[src/rtl/scm_pkg.sv]
// scm_pkg: constants for the system clock and mode control block
// assumes one 100 MHz ref_clk domain; oscillators modelled as enables
package scm_pkg;
	// register map (apb byte addresses)
	localparam logic [11:0] SCM_MODE_OFFSET = 12'h000; // main mode reg
	localparam logic [11:0] SCM_AUX_OFFSET  = 12'h004; // aux mode reg
	localparam logic [11:0] SCM_STAT_OFFSET = 12'h008; // live status
	// main mode register fields
	localparam int SCM_HL_BIT   = 0; // high/low select
	localparam int SCM_IDLE_BIT = 1; // idle enable
	localparam int SCM_FRDY_BIT = 2; // fast ready, read only
	localparam int SCM_SRDY_BIT = 3; // slow ready, read only
	localparam int SCM_CKS_LSB  = 5; // source select field
	localparam int SCM_KEEP_BIT = 7; // keep clock in idle (aux reg)
	// reset values
	localparam logic [2:0] SCM_CKS_RST  = 3'h0;
	localparam logic       SCM_HL_RST   = 1'b1;
	localparam logic       SCM_IDLE_RST = 1'b1;
	localparam logic       SCM_KEEP_RST = 1'b0;
	// timing; fast settle in ref_clk cycles, slow ready and switch in ticks
	localparam int SCM_CLK_MHZ       = 100;
	localparam int SCM_FAST_STAB_NS  = 1000; // fast osc settle time
	localparam int SCM_FAST_STAB_CYC = (SCM_FAST_STAB_NS*SCM_CLK_MHZ+999)/1000;
	localparam int SCM_SLOW_RDY_CYC  = 2;    // slow ready after two ticks
	localparam int SCM_SYNC_CYC      = 4;    // switch delay in old clocks
	// operating modes
	typedef enum logic [2:0] {
		SCM_FAST_RUN   = 3'b000,
		SCM_SLOW_RUN   = 3'b001,
		SCM_IDLE_OFF   = 3'b010,
		SCM_IDLE_ON    = 3'b011,
		SCM_DEEP_STOP  = 3'b100,
		SCM_WDOG_STOP  = 3'b101
	} scm_mode_t;
	// divider select: 0 = slow osc, 1..6 = /64../2, 7 = /1
	function automatic logic [2:0] scm_src(input logic hl,
		input logic [2:0] cks);
		if (hl)
			return 3'h7;
		else if (cks[2:1] == 2'b00)
			return 3'h0;
		else
			return cks - 3'h1;
	endfunction : scm_src
endpackage : scm_pkg

[src/rtl/scm_mode_ctrl.sv]
// scm_mode_ctrl: system clock source select and halt mode control
// assumes apb master on ref_clk; oscillator ticks and halt come from
// the core's own logic; slow oscillator alive level arrives async
`timescale 1ns/1ps
// What this block does
// - high select uses undivided fast oscillator
// - source field picks slow or fast divisions
// - fast oscillator stops on move to slow
// - halt with idle off enters sleep
// - sleep without watchdog stops slow oscillator
// - sleep with watchdog keeps slow oscillator
// - idle clock-off stops cpu and system clock
// - idle clock-on keeps peripheral system clock
// - slow ready low in deep sleep
// - fast ready set once fast oscillator stable
// - fast run divides by one to sixty-four
// - keep-clock-in-idle bit seven resets zero
// - halt sets power-down, clears watchdog timeout
// - deep sleep stops and clears watchdog
module scm_mode_ctrl
	import scm_pkg::*;
(
	input  wire logic        ref_clk,         // 100 MHz clock
	input  wire logic        rst,             // sync reset, high
	input  wire logic        psel,            // apb select
	input  wire logic        penable,         // apb access phase
	input  wire logic        pwrite,          // apb direction
	input  wire logic [11:0] paddr,           // apb byte address
	input  wire logic [31:0] pwdata,          // apb write data
	output logic      [31:0] prdata,          // apb read data
	output logic             pready,          // apb ready
	output logic             pslverr,         // apb error
	input  wire logic        fast_osc_tick,   // fast osc period pulse
	input  wire logic        slow_osc_tick,   // slow osc period pulse
	input  wire logic        slow_osc_alive,  // async slow osc level
	input  wire logic        halt_req,        // halt instruction pulse
	input  wire logic        wake_req,        // wake-up event pulse
	input  wire logic        watchdog_enable, // watchdog on level
	output logic             sys_clk_en,      // system clock enable
	output logic             cpu_clk_en,      // cpu clock enable
	output logic             fast_osc_on,     // fast oscillator run
	output logic             slow_osc_on,     // slow oscillator run
	output logic             time_base_clock, // time base tick
	output logic             watchdog_clk_en, // watchdog tick
	output logic             watchdog_clear,  // watchdog clear pulse
	output logic             power_down_flag, // set on halt
	output logic             watchdog_timeout_flag, // cleared on halt
	output scm_mode_t        mode             // current operating mode
);
	// how the block hangs together:
	// the oscillators are not clocks here, they are one-cycle enables on
	// ref_clk, so every downstream clock is an enable and never a gated
	// clock; this keeps one clock domain at the cost of enable fan-out
	// tap numbering, shared by cur_src and pend_src:
	//   0      slow oscillator
	//   1..6   fast divided by 64, 32, 16, 8, 4, 2
	//   7      fast undivided
	// the divider output index is seven minus the tap, so tap 7 reads
	// bit zero of fast_ticks and tap 1 reads bit six
	// run modes follow the tap in use: slow run when tap is zero
	// halt is honoured only in a run mode; a halt while already stopped
	// is dropped, so a second halt pulse cannot re-enter a stop state
	// wake is honoured only in a stop mode and returns to the run mode
	// that matches the tap in use when the wake arrives
	// a source change is not applied at once: the old source must tick
	// four times, then the switch waits for one tick of the target, so
	// both clocks have been seen at an edge before the tap moves
	// limitation: a new request during a pending switch restarts the
	// count, so software that rewrites the field keeps the old clock
	// a fast target also waits for the fast ready flag, which restarts
	// whenever the fast oscillator is turned off
	// the fast oscillator is held on in run and idle clock-on while either tap needs it, so a
	// move from slow to fast powers it before the switch completes
	// the slow oscillator stays on except in deep stop; the watchdog
	// and time base enables follow the slow tick by one cycle
	// every output below is a flip-flop; enables lag the mode by one
	// cycle, which the port checks allow for with a settle margin
	// register state
	logic [2:0] clock_source_select; // source field
	logic       high_low_select;     // 1: undivided fast
	logic       idle_enable;         // halt enters idle
	logic       keep_clock_in_idle;  // aux bit seven
	logic       fast_osc_ready;      // fast stable flag
	logic       slow_osc_ready;      // slow stable flag
	// switching state
	logic [2:0] cur_src;    // divider tap now in use
	logic [2:0] pend_src;   // tap requested
	logic [2:0] sw_count;   // old clock ticks waited
	logic       sw_wait_tgt; // waiting for target tick
	logic [15:0] stab_count; // fast settle counter
	logic [1:0] slow_count; // slow ready counter
	logic       slow_alive_s; // synchronised alive level
	logic [6:0] fast_ticks; // divided fast ticks
	scm_mode_t  next_mode;  // mode decode

	// apb decode
	wire        acc      = psel && penable;
	wire        wr       = acc && pwrite;
	wire        hit_mode = paddr == SCM_MODE_OFFSET;
	wire        hit_aux  = paddr == SCM_AUX_OFFSET;
	wire        hit_stat = paddr == SCM_STAT_OFFSET;
	wire        hit_any  = hit_mode || hit_aux || hit_stat;
	wire [7:0]  mode_rd  = {clock_source_select, 1'b0, slow_osc_ready,
		fast_osc_ready, idle_enable, high_low_select}; // bit four zero
	wire [7:0]  aux_rd   = {keep_clock_in_idle, 7'h00};
	wire [2:0]  req_src  = scm_src(high_low_select,
		clock_source_select);
	wire        running  = mode == SCM_FAST_RUN || mode == SCM_SLOW_RUN;
	// tick of any tap; tap zero is slow oscillator
	wire        src_tick_cur = cur_src == 3'h0 ? slow_osc_tick :
		fast_ticks[3'h7 - cur_src];
	wire        src_tick_tgt = pend_src == 3'h0 ? slow_osc_tick :
		fast_ticks[3'h7 - pend_src];
	// fast needed unless both taps are slow, or in sleep/idle-off
	wire        fast_need = (cur_src != 3'h0 || pend_src != 3'h0) &&
		(running || mode == SCM_IDLE_ON);
	wire        slow_need = mode != SCM_DEEP_STOP;

	// halt decode into the four stop states
	always_comb
	begin
		next_mode = mode;
		if (running && halt_req)
		begin
			if (!idle_enable)
				next_mode = watchdog_enable ? SCM_WDOG_STOP
					: SCM_DEEP_STOP;
			else
				next_mode = keep_clock_in_idle ? SCM_IDLE_ON
					: SCM_IDLE_OFF;
		end
		else if (!running && wake_req)
			next_mode = cur_src == 3'h0 ? SCM_SLOW_RUN : SCM_FAST_RUN;
		else if (running)
			next_mode = cur_src == 3'h0 ? SCM_SLOW_RUN : SCM_FAST_RUN;
	end

	scm_clk_div u_div (
		.ref_clk  (ref_clk),
		.rst      (rst),
		.run      (fast_osc_on),
		.osc_tick (fast_osc_tick),
		.ticks    (fast_ticks)
	);

	scm_sync3 u_sync (
		.ref_clk (ref_clk),
		.rst     (rst),
		.d       (slow_osc_alive),
		.q       (slow_alive_s)
	);

	// register writes; ready flags and bit four are not writable
	always_ff @(posedge ref_clk)
	begin
		if (rst)
		begin
			clock_source_select <= SCM_CKS_RST;
			high_low_select     <= SCM_HL_RST;
			idle_enable         <= SCM_IDLE_RST;
			keep_clock_in_idle  <= SCM_KEEP_RST;
		end
		else if (wr && hit_mode)
		begin
			clock_source_select <= pwdata[SCM_CKS_LSB +: 3];
			high_low_select     <= pwdata[SCM_HL_BIT];
			idle_enable         <= pwdata[SCM_IDLE_BIT];
		end
		else if (wr && hit_aux)
			keep_clock_in_idle <= pwdata[SCM_KEEP_BIT];
	end

	// apb answer: zero wait, unmapped reads zero with slverr
	always_ff @(posedge ref_clk)
	begin
		if (rst)
		begin
			pready  <= 1'b0;
			pslverr <= 1'b0;
			prdata  <= 32'h0000_0000;
		end
		else
		begin
			pready  <= psel && !penable;
			pslverr <= psel && !penable && !hit_any;
			if (hit_mode)
				prdata <= {24'h000000, mode_rd};
			else if (hit_aux)
				prdata <= {24'h000000, aux_rd};
			else if (hit_stat)
				prdata <= {29'h0000_0000, mode};
			else
				prdata <= 32'h0000_0000;
		end
	end

	// source switch: wait four old ticks, then one target tick
	always_ff @(posedge ref_clk)
	begin
		if (rst)
		begin
			cur_src     <= 3'h7;
			pend_src    <= 3'h7;
			sw_count    <= 3'h0;
			sw_wait_tgt <= 1'b0;
		end
		else if (req_src != pend_src)
		begin
			pend_src    <= req_src; // restart on any new request
			sw_count    <= 3'h0;
			sw_wait_tgt <= 1'b0;
		end
		else if (pend_src != cur_src)
		begin
			if (!sw_wait_tgt && src_tick_cur)
			begin
				if (sw_count == 3'(SCM_SYNC_CYC - 1))
					sw_wait_tgt <= 1'b1;
				sw_count <= sw_count + 3'h1;
			end
			else if (sw_wait_tgt && src_tick_tgt &&
				(pend_src == 3'h0 || fast_osc_ready))
			begin
				cur_src     <= pend_src; // edge aligned, no runt
				sw_wait_tgt <= 1'b0;
			end
		end
	end

	// oscillator ready flags
	always_ff @(posedge ref_clk)
	begin
		if (rst || !fast_osc_on)
		begin
			stab_count     <= 16'h0000;
			fast_osc_ready <= 1'b0;
		end
		else if (stab_count == 16'(SCM_FAST_STAB_CYC))
			fast_osc_ready <= 1'b1;
		else
			stab_count <= stab_count + 16'h0001;
		if (rst || mode == SCM_DEEP_STOP || !slow_alive_s)
		begin
			slow_count     <= 2'h0;
			slow_osc_ready <= 1'b0;
		end
		else if (slow_osc_tick && !slow_osc_ready)
		begin
			slow_count <= slow_count + 2'h1;
			if (slow_count == 2'(SCM_SLOW_RDY_CYC - 1))
				slow_osc_ready <= 1'b1;
		end
	end

	// mode and clock gating outputs, all registered
	always_ff @(posedge ref_clk)
	begin
		if (rst)
		begin
			mode                  <= SCM_FAST_RUN;
			sys_clk_en            <= 1'b0;
			cpu_clk_en            <= 1'b0;
			fast_osc_on           <= 1'b1;
			slow_osc_on           <= 1'b1;
			time_base_clock       <= 1'b0;
			watchdog_clk_en       <= 1'b0;
			watchdog_clear        <= 1'b0;
			power_down_flag       <= 1'b0;
			watchdog_timeout_flag <= 1'b0;
		end
		else
		begin
			mode        <= next_mode;
			fast_osc_on <= fast_need;
			slow_osc_on <= slow_need;
			// cpu ticks only in run modes
			cpu_clk_en  <= running && src_tick_cur;
			// system clock also runs in idle clock-on
			sys_clk_en  <= (running || mode == SCM_IDLE_ON) &&
				src_tick_cur;
			time_base_clock <= slow_osc_tick && (running ||
				mode == SCM_IDLE_OFF || mode == SCM_IDLE_ON);
			watchdog_clk_en <= slow_osc_tick && watchdog_enable &&
				mode != SCM_DEEP_STOP;
			watchdog_clear <= running && halt_req;
			if (running && halt_req)
			begin
				power_down_flag       <= 1'b1;
				watchdog_timeout_flag <= 1'b0;
			end
		end
	end
endmodule : scm_mode_ctrl

[src/rtl/scm_clk_div.sv]
// scm_clk_div: fast oscillator divider giving 1/1..1/64 tick enables
// assumes osc_tick is a one-cycle enable from the fast oscillator model
`timescale 1ns/1ps
module scm_clk_div
	import scm_pkg::*;
(
	input  wire logic       ref_clk,  // system clock
	input  wire logic       rst,      // sync reset
	input  wire logic       run,      // fast oscillator on
	input  wire logic       osc_tick, // one fast period
	output logic [6:0]      ticks     // bit k: tick every 2^k periods
);
	logic [5:0] count; // ripple-free binary divider
	// counter advances on each fast tick while oscillator runs
	always_ff @(posedge ref_clk)
	begin
		if (rst || !run)
			count <= 6'h00;
		else if (osc_tick)
			count <= count + 6'h01;
	end
	assign ticks[0] = run && osc_tick;
	genvar k;
	// a divided tick fires when the low k bits are all ones, just before they wrap
	generate
		for (k = 1; k < 7; k++)
		begin : g_div
			assign ticks[k] = run && osc_tick && (&count[k-1:0]);
		end
	endgenerate
endmodule : scm_clk_div

[src/rtl/scm_sync3.sv]
// scm_sync3: three flop synchroniser with agreement filter
// assumes d comes from outside the ref_clk domain
`timescale 1ns/1ps
module scm_sync3
	import scm_pkg::*;
(
	input  wire logic ref_clk, // system clock
	input  wire logic rst,     // sync reset
	input  wire logic d,       // async input
	output logic      q        // filtered level
);
	logic s1; // metastable stage, read only by s2
	logic s2; // second stage
	logic s3; // third stage
	// shift chain; q changes only when stages two and three agree
	always_ff @(posedge ref_clk)
	begin
		if (rst)
		begin
			s1 <= 1'b0;
			s2 <= 1'b0;
			s3 <= 1'b0;
			q  <= 1'b0;
		end
		else
		begin
			s1 <= d;
			s2 <= s1;
			s3 <= s2;
			if (s2 == s3)
				q <= s3;
		end
	end
endmodule : scm_sync3

[config.mk]
export PLATFORM = sky130hd
export DESIGN_NAME = scm_mode_ctrl
export DESIGN_NICKNAME = d
export VERILOG_FILES = /design/src/rtl/scm_pkg.sv /design/src/rtl/scm_mode_ctrl.sv /design/src/rtl/scm_clk_div.sv /design/src/rtl/scm_sync3.sv
export SDC_FILE = /design/constraint.sdc
export NUM_CORES = 1
export LEC_CHECK = 0
export BUFFER_PORTS_ARGS = -buffer_cell sky130_fd_sc_hd__buf_2
export CORE_ASPECT_RATIO = 1.4
export CORE_MARGIN = 5
export CORE_UTILIZATION = 51
export CTS_CLUSTER_DIAMETER = 150
export CTS_CLUSTER_SIZE = 30
export DETAILED_ROUTE_END_ITERATION = 7
export HOLD_SLACK_MARGIN = 0.15
export PLACE_DENSITY_LB_ADDON = 0.15
export REMOVE_ABC_BUFFERS = 1
export SYNTH_ARGS = -nofsm -noshare
export SYNTH_HDL_FRONTEND = slang
export SYNTH_SLANG_ARGS = --single-unit
[constraint.sdc]
create_clock -name ref_clk -period 3 [get_ports ref_clk]
set_input_delay 0.3 -clock ref_clk [delete_from_list [all_inputs] [get_ports ref_clk]]
set_output_delay 0.3 -clock ref_clk [all_outputs]
set_load 0.05 [all_outputs]
==> key figures, run 1 <==
Floorplan
  • # rows: 34
  • Die ar.: 7970 µm²
  • Die Wd: 76.9 µm
  • IO Pins: 101
  • Initial Utilization: 0.518
  • Die height: 104 µm
  • Core area: 6170 µm²

Placement
  • Post-detail-place hpwl: 4660 µm
  • Number of port buffers: 47
  • Final RePlAce weighted congestion: 0.824
  • DP Area: 3340 µm²
  • Pre-CTS setup slack: 657 ps

Setup path
  • Crit path capture type: flip-flop
  • CP max FO: 5
  • Data required, critical path: 3270 ps
  • CP Class: reg -> reg
  • WP data arrival: 2620 ps
  • Startpoint types: flip-flop

Finish
  • Finished Core Util: 0.579
  • Most common cell after layout, fill and taps aside: dfxtp_1
  • Filler cells: 582
  • Post-route cell area: 3570 µm²
  • Commonest cells after routing, fill and taps aside: dfxtp_1, nor2_1, buf_2, conb_1
  • Share of layout cells above drive strength 1: 0.174
  • Syn-to-layout area delta: 11.9%
  • Layout Nets: 473
  • Antenna cells: 0

Global routing
  • Antenna violations before repair: 0
  • GRT Util Overall: 0.162
  • Vias in the first global route: 2507
  • Gr ovfl total: 0
  • Largest net degree at the start of global routing: 39
  • First-pass GRT wire length: 10900 µm

Timing
  • Max-slew violations: 0
  • RSZ-0062 raised after global routing: false
  • Relative slew slack: 0.487
  • FMAX: 0.427 GHz
  • Final worst slack: 656 ps
  • Final period util: 0.781
  • Worst-Margin Slew: 767 ps
  • Endpoints failing hold: 0
  • Final setup skew: 8.60 ps
  • Final Setup Violations: 0
  • Setup TNS: 0 ps
  • Tmin final: 2340 ps

Pwr
  • Pwr dens: 541 nW/µm²
  • Pwr Total: 1.93 mW
  • VDD IR-drop max: 0.361 mV
  • P_leak: 1.51 nW

Logic synthesis
  • Sequential-to-total area share from yosys stat: 0.414
  • Post-synth cell types: 50
  • Ys Warns: 0
  • Avg Cell Area, Syn: 8.70 µm²
  • Mapped Cells: 367
  • Post-Syn Area: 3190 µm²
  • Synth Register Bits: 66

Routing
  • # DRC: 0
  • DR vias: 2507
  • DRT Pass-1 Iters: 4
  • Initial DRC count: 93
  • Avg WL per Cell: 12.9 µm
  • Post-DRT Antenna Nets: 0
  • Final wirelength: 6290 µm
  • Vias per inst: 5.16

Min path
  • HP Class: in -> reg

Clock network
  • CTS sink cnt: 66
  • Clk buf depth: 2
  • Clk pin slew, worst setup/hold paths: 80 ps
  • CTS tree: yes
  • CTS Buf Count: 9
  • Root Buffer: clkbuf_8
  • H-tree levels: 3
  • Post-cts sizing count: 0
  • Hold Buf Count CTS: 1
  • Post-CTS Setup Bufs: 0
  • Worst-skew pair later-pin latency: 330 ps

Flow run
  • Number of max-cap violations: 0

Status
  • Status: complete, no violations
per-stage QoR:
stage                     hold WS, ps  std cells
after floorplan                   369        350
after CTS                         155        486
after detailed placement          454        469
after global routing              152        486
after global placement            419        469
final                             170        486
worst max-delay path, cell delays in order, from the launching register on:
cell     delay (ps)
dfxtp_1         420
ha_1            240
and3_1          220
ha_1            190
a31oi_1          90
o311a_1         360
or3_1           420
or2_0           250
a21oi_2         110
path summary, 6_finish.rpt:
kind,start,endpoint,slack (ps),cells after the start
worst max-delay path,u_div.count[0],sw_count[2],660,8
worst min register to register,u_sync.s1,u_sync.s2,470,1
worst min-delay path,slow_osc_alive,u_sync.s1,170,2
worst max register to register,u_div.count[0],sw_count[2],660,8
cells in the mapped netlist (all sizes together):
| cell type | instances | area share |
|---|---|---|
| conb | 1 | 0.0012 |
| and2 | 3 | 0.0067 |
| o22a | 1 | 0.0027 |
| nand4b | 2 | 0.0055 |
| or3 | 5 | 0.0098 |
| nand4 | 5 | 0.0098 |
| xnor2 | 6 | 0.016 |
| inv | 17 | 0.020 |
| mux2 | 2 | 0.0071 |
| o2111ai | 1 | 0.0027 |
| buf | 30 | 0.072 |
| a311oi | 2 | 0.0055 |
| nand3b | 3 | 0.0071 |
| and3 | 7 | 0.014 |
| nor3b | 2 | 0.0047 |
| nand3 | 11 | 0.017 |
| nor2 | 57 | 0.067 |
| a31oi | 2 | 0.0039 |
| nor4b | 2 | 0.0055 |
| and4b | 2 | 0.0063 |
| clkbuf | 12 | 0.014 |
| o21ba | 1 | 0.0031 |
| nand2b | 3 | 0.0059 |
| nand2 | 17 | 0.020 |
| a211o | 1 | 0.0027 |
| a2111oi | 1 | 0.0027 |
| nor2b | 8 | 0.016 |
| a21o | 1 | 0.0024 |
| nor4 | 6 | 0.012 |
| and4 | 3 | 0.0082 |
| a211oi | 3 | 0.0071 |
| o211ai | 4 | 0.0094 |
| o21ai | 7 | 0.011 |
| xor2 | 16 | 0.044 |
| a22oi | 1 | 0.0024 |
| or3b | 1 | 0.0027 |
| or2 | 4 | 0.0078 |
| o311a | 1 | 0.0031 |
| nor3 | 10 | 0.019 |
| mux2i | 15 | 0.047 |
| dfxtp | 66 | 0.41 |
| ha | 9 | 0.035 |
| a21oi | 16 | 0.026 |
cell families (layout without fill, tap and decap cells):
family	Yosys count	count (layout)	synth area share
compound gates	42	42	0.0850
xor+xnor	22	22	0.0603
fa+ha+maj	9	9	0.0353
buf+inv	59	81	0.106
flops	66	66	0.414
mux	17	17	0.0541
other cells	1	26	0.00117
simple gates	151	151	0.244
routing by layer:
layer,vias to the layer above,track usage,wire length (µm)
met5,-,0,0
met4,0,0.0625,86
met3,7,0.0556,477
met2,71,0.280,3110
met1,1148,0.178,2620
li1,1281,-,-
state kept, by name (all words and copies together) (netlist names), 2 cells and up:
name                 cells
sw_count                 3
u_div.count              6
pend_src                 3
slow_count               2
cur_src                  3
clock_source_select      3
mode                     3
prdata                   7
stab_count              16
power by group:
| part | leakage, nW | internal [mW] | switching [mW] |
|---|---|---|---|
| Sequential | 0.536 | 0.892 | 0.0134 |
| Clock | 0.106 | 0.475 | 0.355 |
| Combinational | 0.863 | 0.0454 | 0.153 |
| Total | 1.51 | 1.41 | 0.522 |
cell type report:
type                    instances  area [µm²]  share of cell area
well taps                      72        90.1              0.0252
multi-input cells             267        1630               0.456
repair buffers                 48         245              0.0686
flip-flops and latches         66        1320               0.370
inverters                      17        63.8              0.0179
clock inverters                 7         101              0.0284
clock buffers                   9         124              0.0347
(Power assumes the default switching activity.)
==> inputs of run 2 (changes only) <==
==> constraint.sdc (replaced) <==
create_clock -name ref_clk -period 2.4 [get_ports ref_clk]
set_input_delay 0.24 -clock ref_clk [delete_from_list [all_inputs] [get_ports ref_clk]]
set_output_delay 0.24 -clock ref_clk [all_outputs]
set_load 0.05 [all_outputs]
==> key figures, run 2 (synthesis results as in run 1) <==
Timing
  • FMAX: 0.455 GHz
  • Setup TNS: 0 ps
  • Relative slew slack: 0.659
  • Final Setup Violations: 0
  • Tmin final: 2200 ps
  • Worst-Margin Slew: 506 ps
  • Final setup skew: 9.74 ps
  • RSZ-0062 raised after global routing: false
  • Max-slew violations: 0
  • Final period util: 0.916
  • Endpoints failing hold: 0

Global routing
  • GRT Util Overall: 0.163
  • Gr ovfl total: 0
  • Vias in the first global route: 2477
  • First-pass GRT wire length: 10700 µm
  • Antenna violations before repair: 0
  • Largest net degree at the start of global routing: 24

Pwr
  • Sw Ratio: 0.288
  • VDD IR-drop max: 0.364 mV
  • Pwr dens: 616 nW/µm²
  • Combinational power share: 0.119
  • Switching power: 643 µW
  • Sequential share of power: 0.508
  • Int Pwr: 1.59 mW
  • P_leak: 1.52 nW
  • Clock Power Share: 0.374

Finish
  • Post-route cell area: 3620 µm²
  • Syn-to-layout area delta: 13.2%
  • Filler cells: 595
  • Reg with most FFs: stab_count
  • Multi-input gate area in the final layout: 1630 µm²
  • Antenna cells: 0
  • Most common cell after layout, fill and taps aside: dfxtp_1
  • Commonest cells after routing, fill and taps aside: dfxtp_1, nor2_1, buf_2, conb_1
  • Layout Nets: 482
  • Largest regs: stab_count x16, prdata x7, u_div.count x6
  • Share of layout cells above drive strength 1: 0.180
  • Finished Core Util: 0.586
  • Max reg flops: 16
  • Register area: 1320 µm²

Setup path
  • CP peak stage delay: 380 ps
  • Critical-path cell list: ha_1, and3_1, ha_1, a31oi_1, o311a_1, or3_4, or2_0, a21oi_2
  • Slowest CP cell: or3_4
  • Crit path capture type: flip-flop
  • Startpoint types: flip-flop
  • CP Class: reg -> reg
  • WP data arrival: 2480 ps
  • Data required, critical path: 2680 ps
  • Top delay family on crit path: simple AND/OR/NAND/NOR gates
  • Crit path buf inv count: 0
  • CP dominant cell by count: ha_1
  • CP max FO: 5

Routing
  • Avg WL per Cell: 12.7 µm
  • Initial DRC count: 70
  • DR vias: 2560
  • Post-DRT Antenna Nets: 0
  • Final wirelength: 6270 µm
  • # DRC: 0
  • Vias per inst: 5.17
  • DRT Pass-1 Iters: 4

Clock network
  • Root Buffer: clkbuf_8
  • Clk pin slew, worst setup/hold paths: 70 ps
  • CTS tree: yes
  • Worst-skew pair later-pin latency: 340 ps
  • CTS Buf Count: 9
  • CTS sink cnt: 66
  • Clk buf depth: 2
  • Post-CTS Setup Bufs: 0
  • H-tree levels: 3

Placement
  • Post-detail-place hpwl: 4580 µm
  • Number of port buffers: 47
  • Final RePlAce weighted congestion: 0.801
  • DP Area: 3360 µm²

Min path
  • HP Class: in -> reg

Status
  • Status: complete, no violations

Floorplan
  • Die ar.: 7970 µm²
  • IO Pins: 101
  • Initial Utilization: 0.518
  • Core area: 6170 µm²
  • Die Wd: 76.9 µm
  • # rows: 34
  • Die height: 104 µm

Flow run
  • Number of max-cap violations: 0
## run 2: changes by cell type in the layout (fill, tap and decap cells not counted), sizes merged
| cell | before | now |
|---|---|---|
| bufinv | 2 | 0 |
| clkinv | 1 | 2 |
| buf | 47 | 50 |
| inv | 19 | 18 |
| clkinvlp | 2 | 3 |
| dlygate4sd3 | 1 | 7 |
| clkbuf | 9 | 10 |
## run 2: path summary, 6_finish.rpt
path	end	cells past startpoint	start	slack (ps)
setup / recovery	sw_count[2]	8	u_div.count[1]	200
hold / removal	pready	2	psel	170
setup reg to reg	sw_count[2]	8	u_div.count[1]	200
hold reg to reg	u_sync.s2	1	u_sync.s1	460
## run 2: final cells by class
cell class | instances | share of cell area
multi-input combinational | 267 | 0.452
sequential | 66 | 0.365
timing repair buffer | 57 | 0.0907
clock buffer | 10 | 0.0381
tap | 72 | 0.0249
inverter | 17 | 0.0176
clock inverter | 6 | 0.0114
## run 2: repair_timing
action	CTS	global route
setup endpoints to repair	0	2
hold buffers	7	0
resized for setup	0	2
hold endpoints to repair	7	0
## run 2: power by group through the flow
stage | registers, mW | clock network, mW | logic, mW
2_1_floorplan | 1.19 | 0 | 0.148
3_5_place_dp | 1.16 | 0 | 0.255
6_report | 1.13 | 0.833 | 0.265
4_1_cts | 1.13 | 0.868 | 0.265
5_1_grt | 1.13 | 0.917 | 0.285
3_3_place_gp | 1.16 | 0 | 0.252
## run 2: through the flow
step / hold slack, ps / setup WS, ps / total power, mW / instances
floorplan: 309 / 306 / 1.34 / 350
global placement: 420 / 197 / 1.41 / 472
detailed placement: 433 / 152 / 1.41 / 472
CTS: 152 / 136 / 2.26 / 495
global route: 165 / 21.4 / 2.34 / 495
finish: 174 / 201 / 2.23 / 495
## run 2: worst register-to-register path, cell delays in order, from the launching register on
cell     delay (ps)
dfxtp_1         360
ha_1            220
and3_1          220
ha_1            190
a31oi_1          90
o311a_1         360
or3_4           380
or2_0           230
a21oi_2         110
## run 2: routing by layer
metal,vias up,global-route usage,part of all wire
li1,1296,-,-
met1,1168,0.180,0.41
met2,79,0.262,0.47
met3,17,0.0590,0.086
met4,0,0.100,0.035
met5,-,0,0
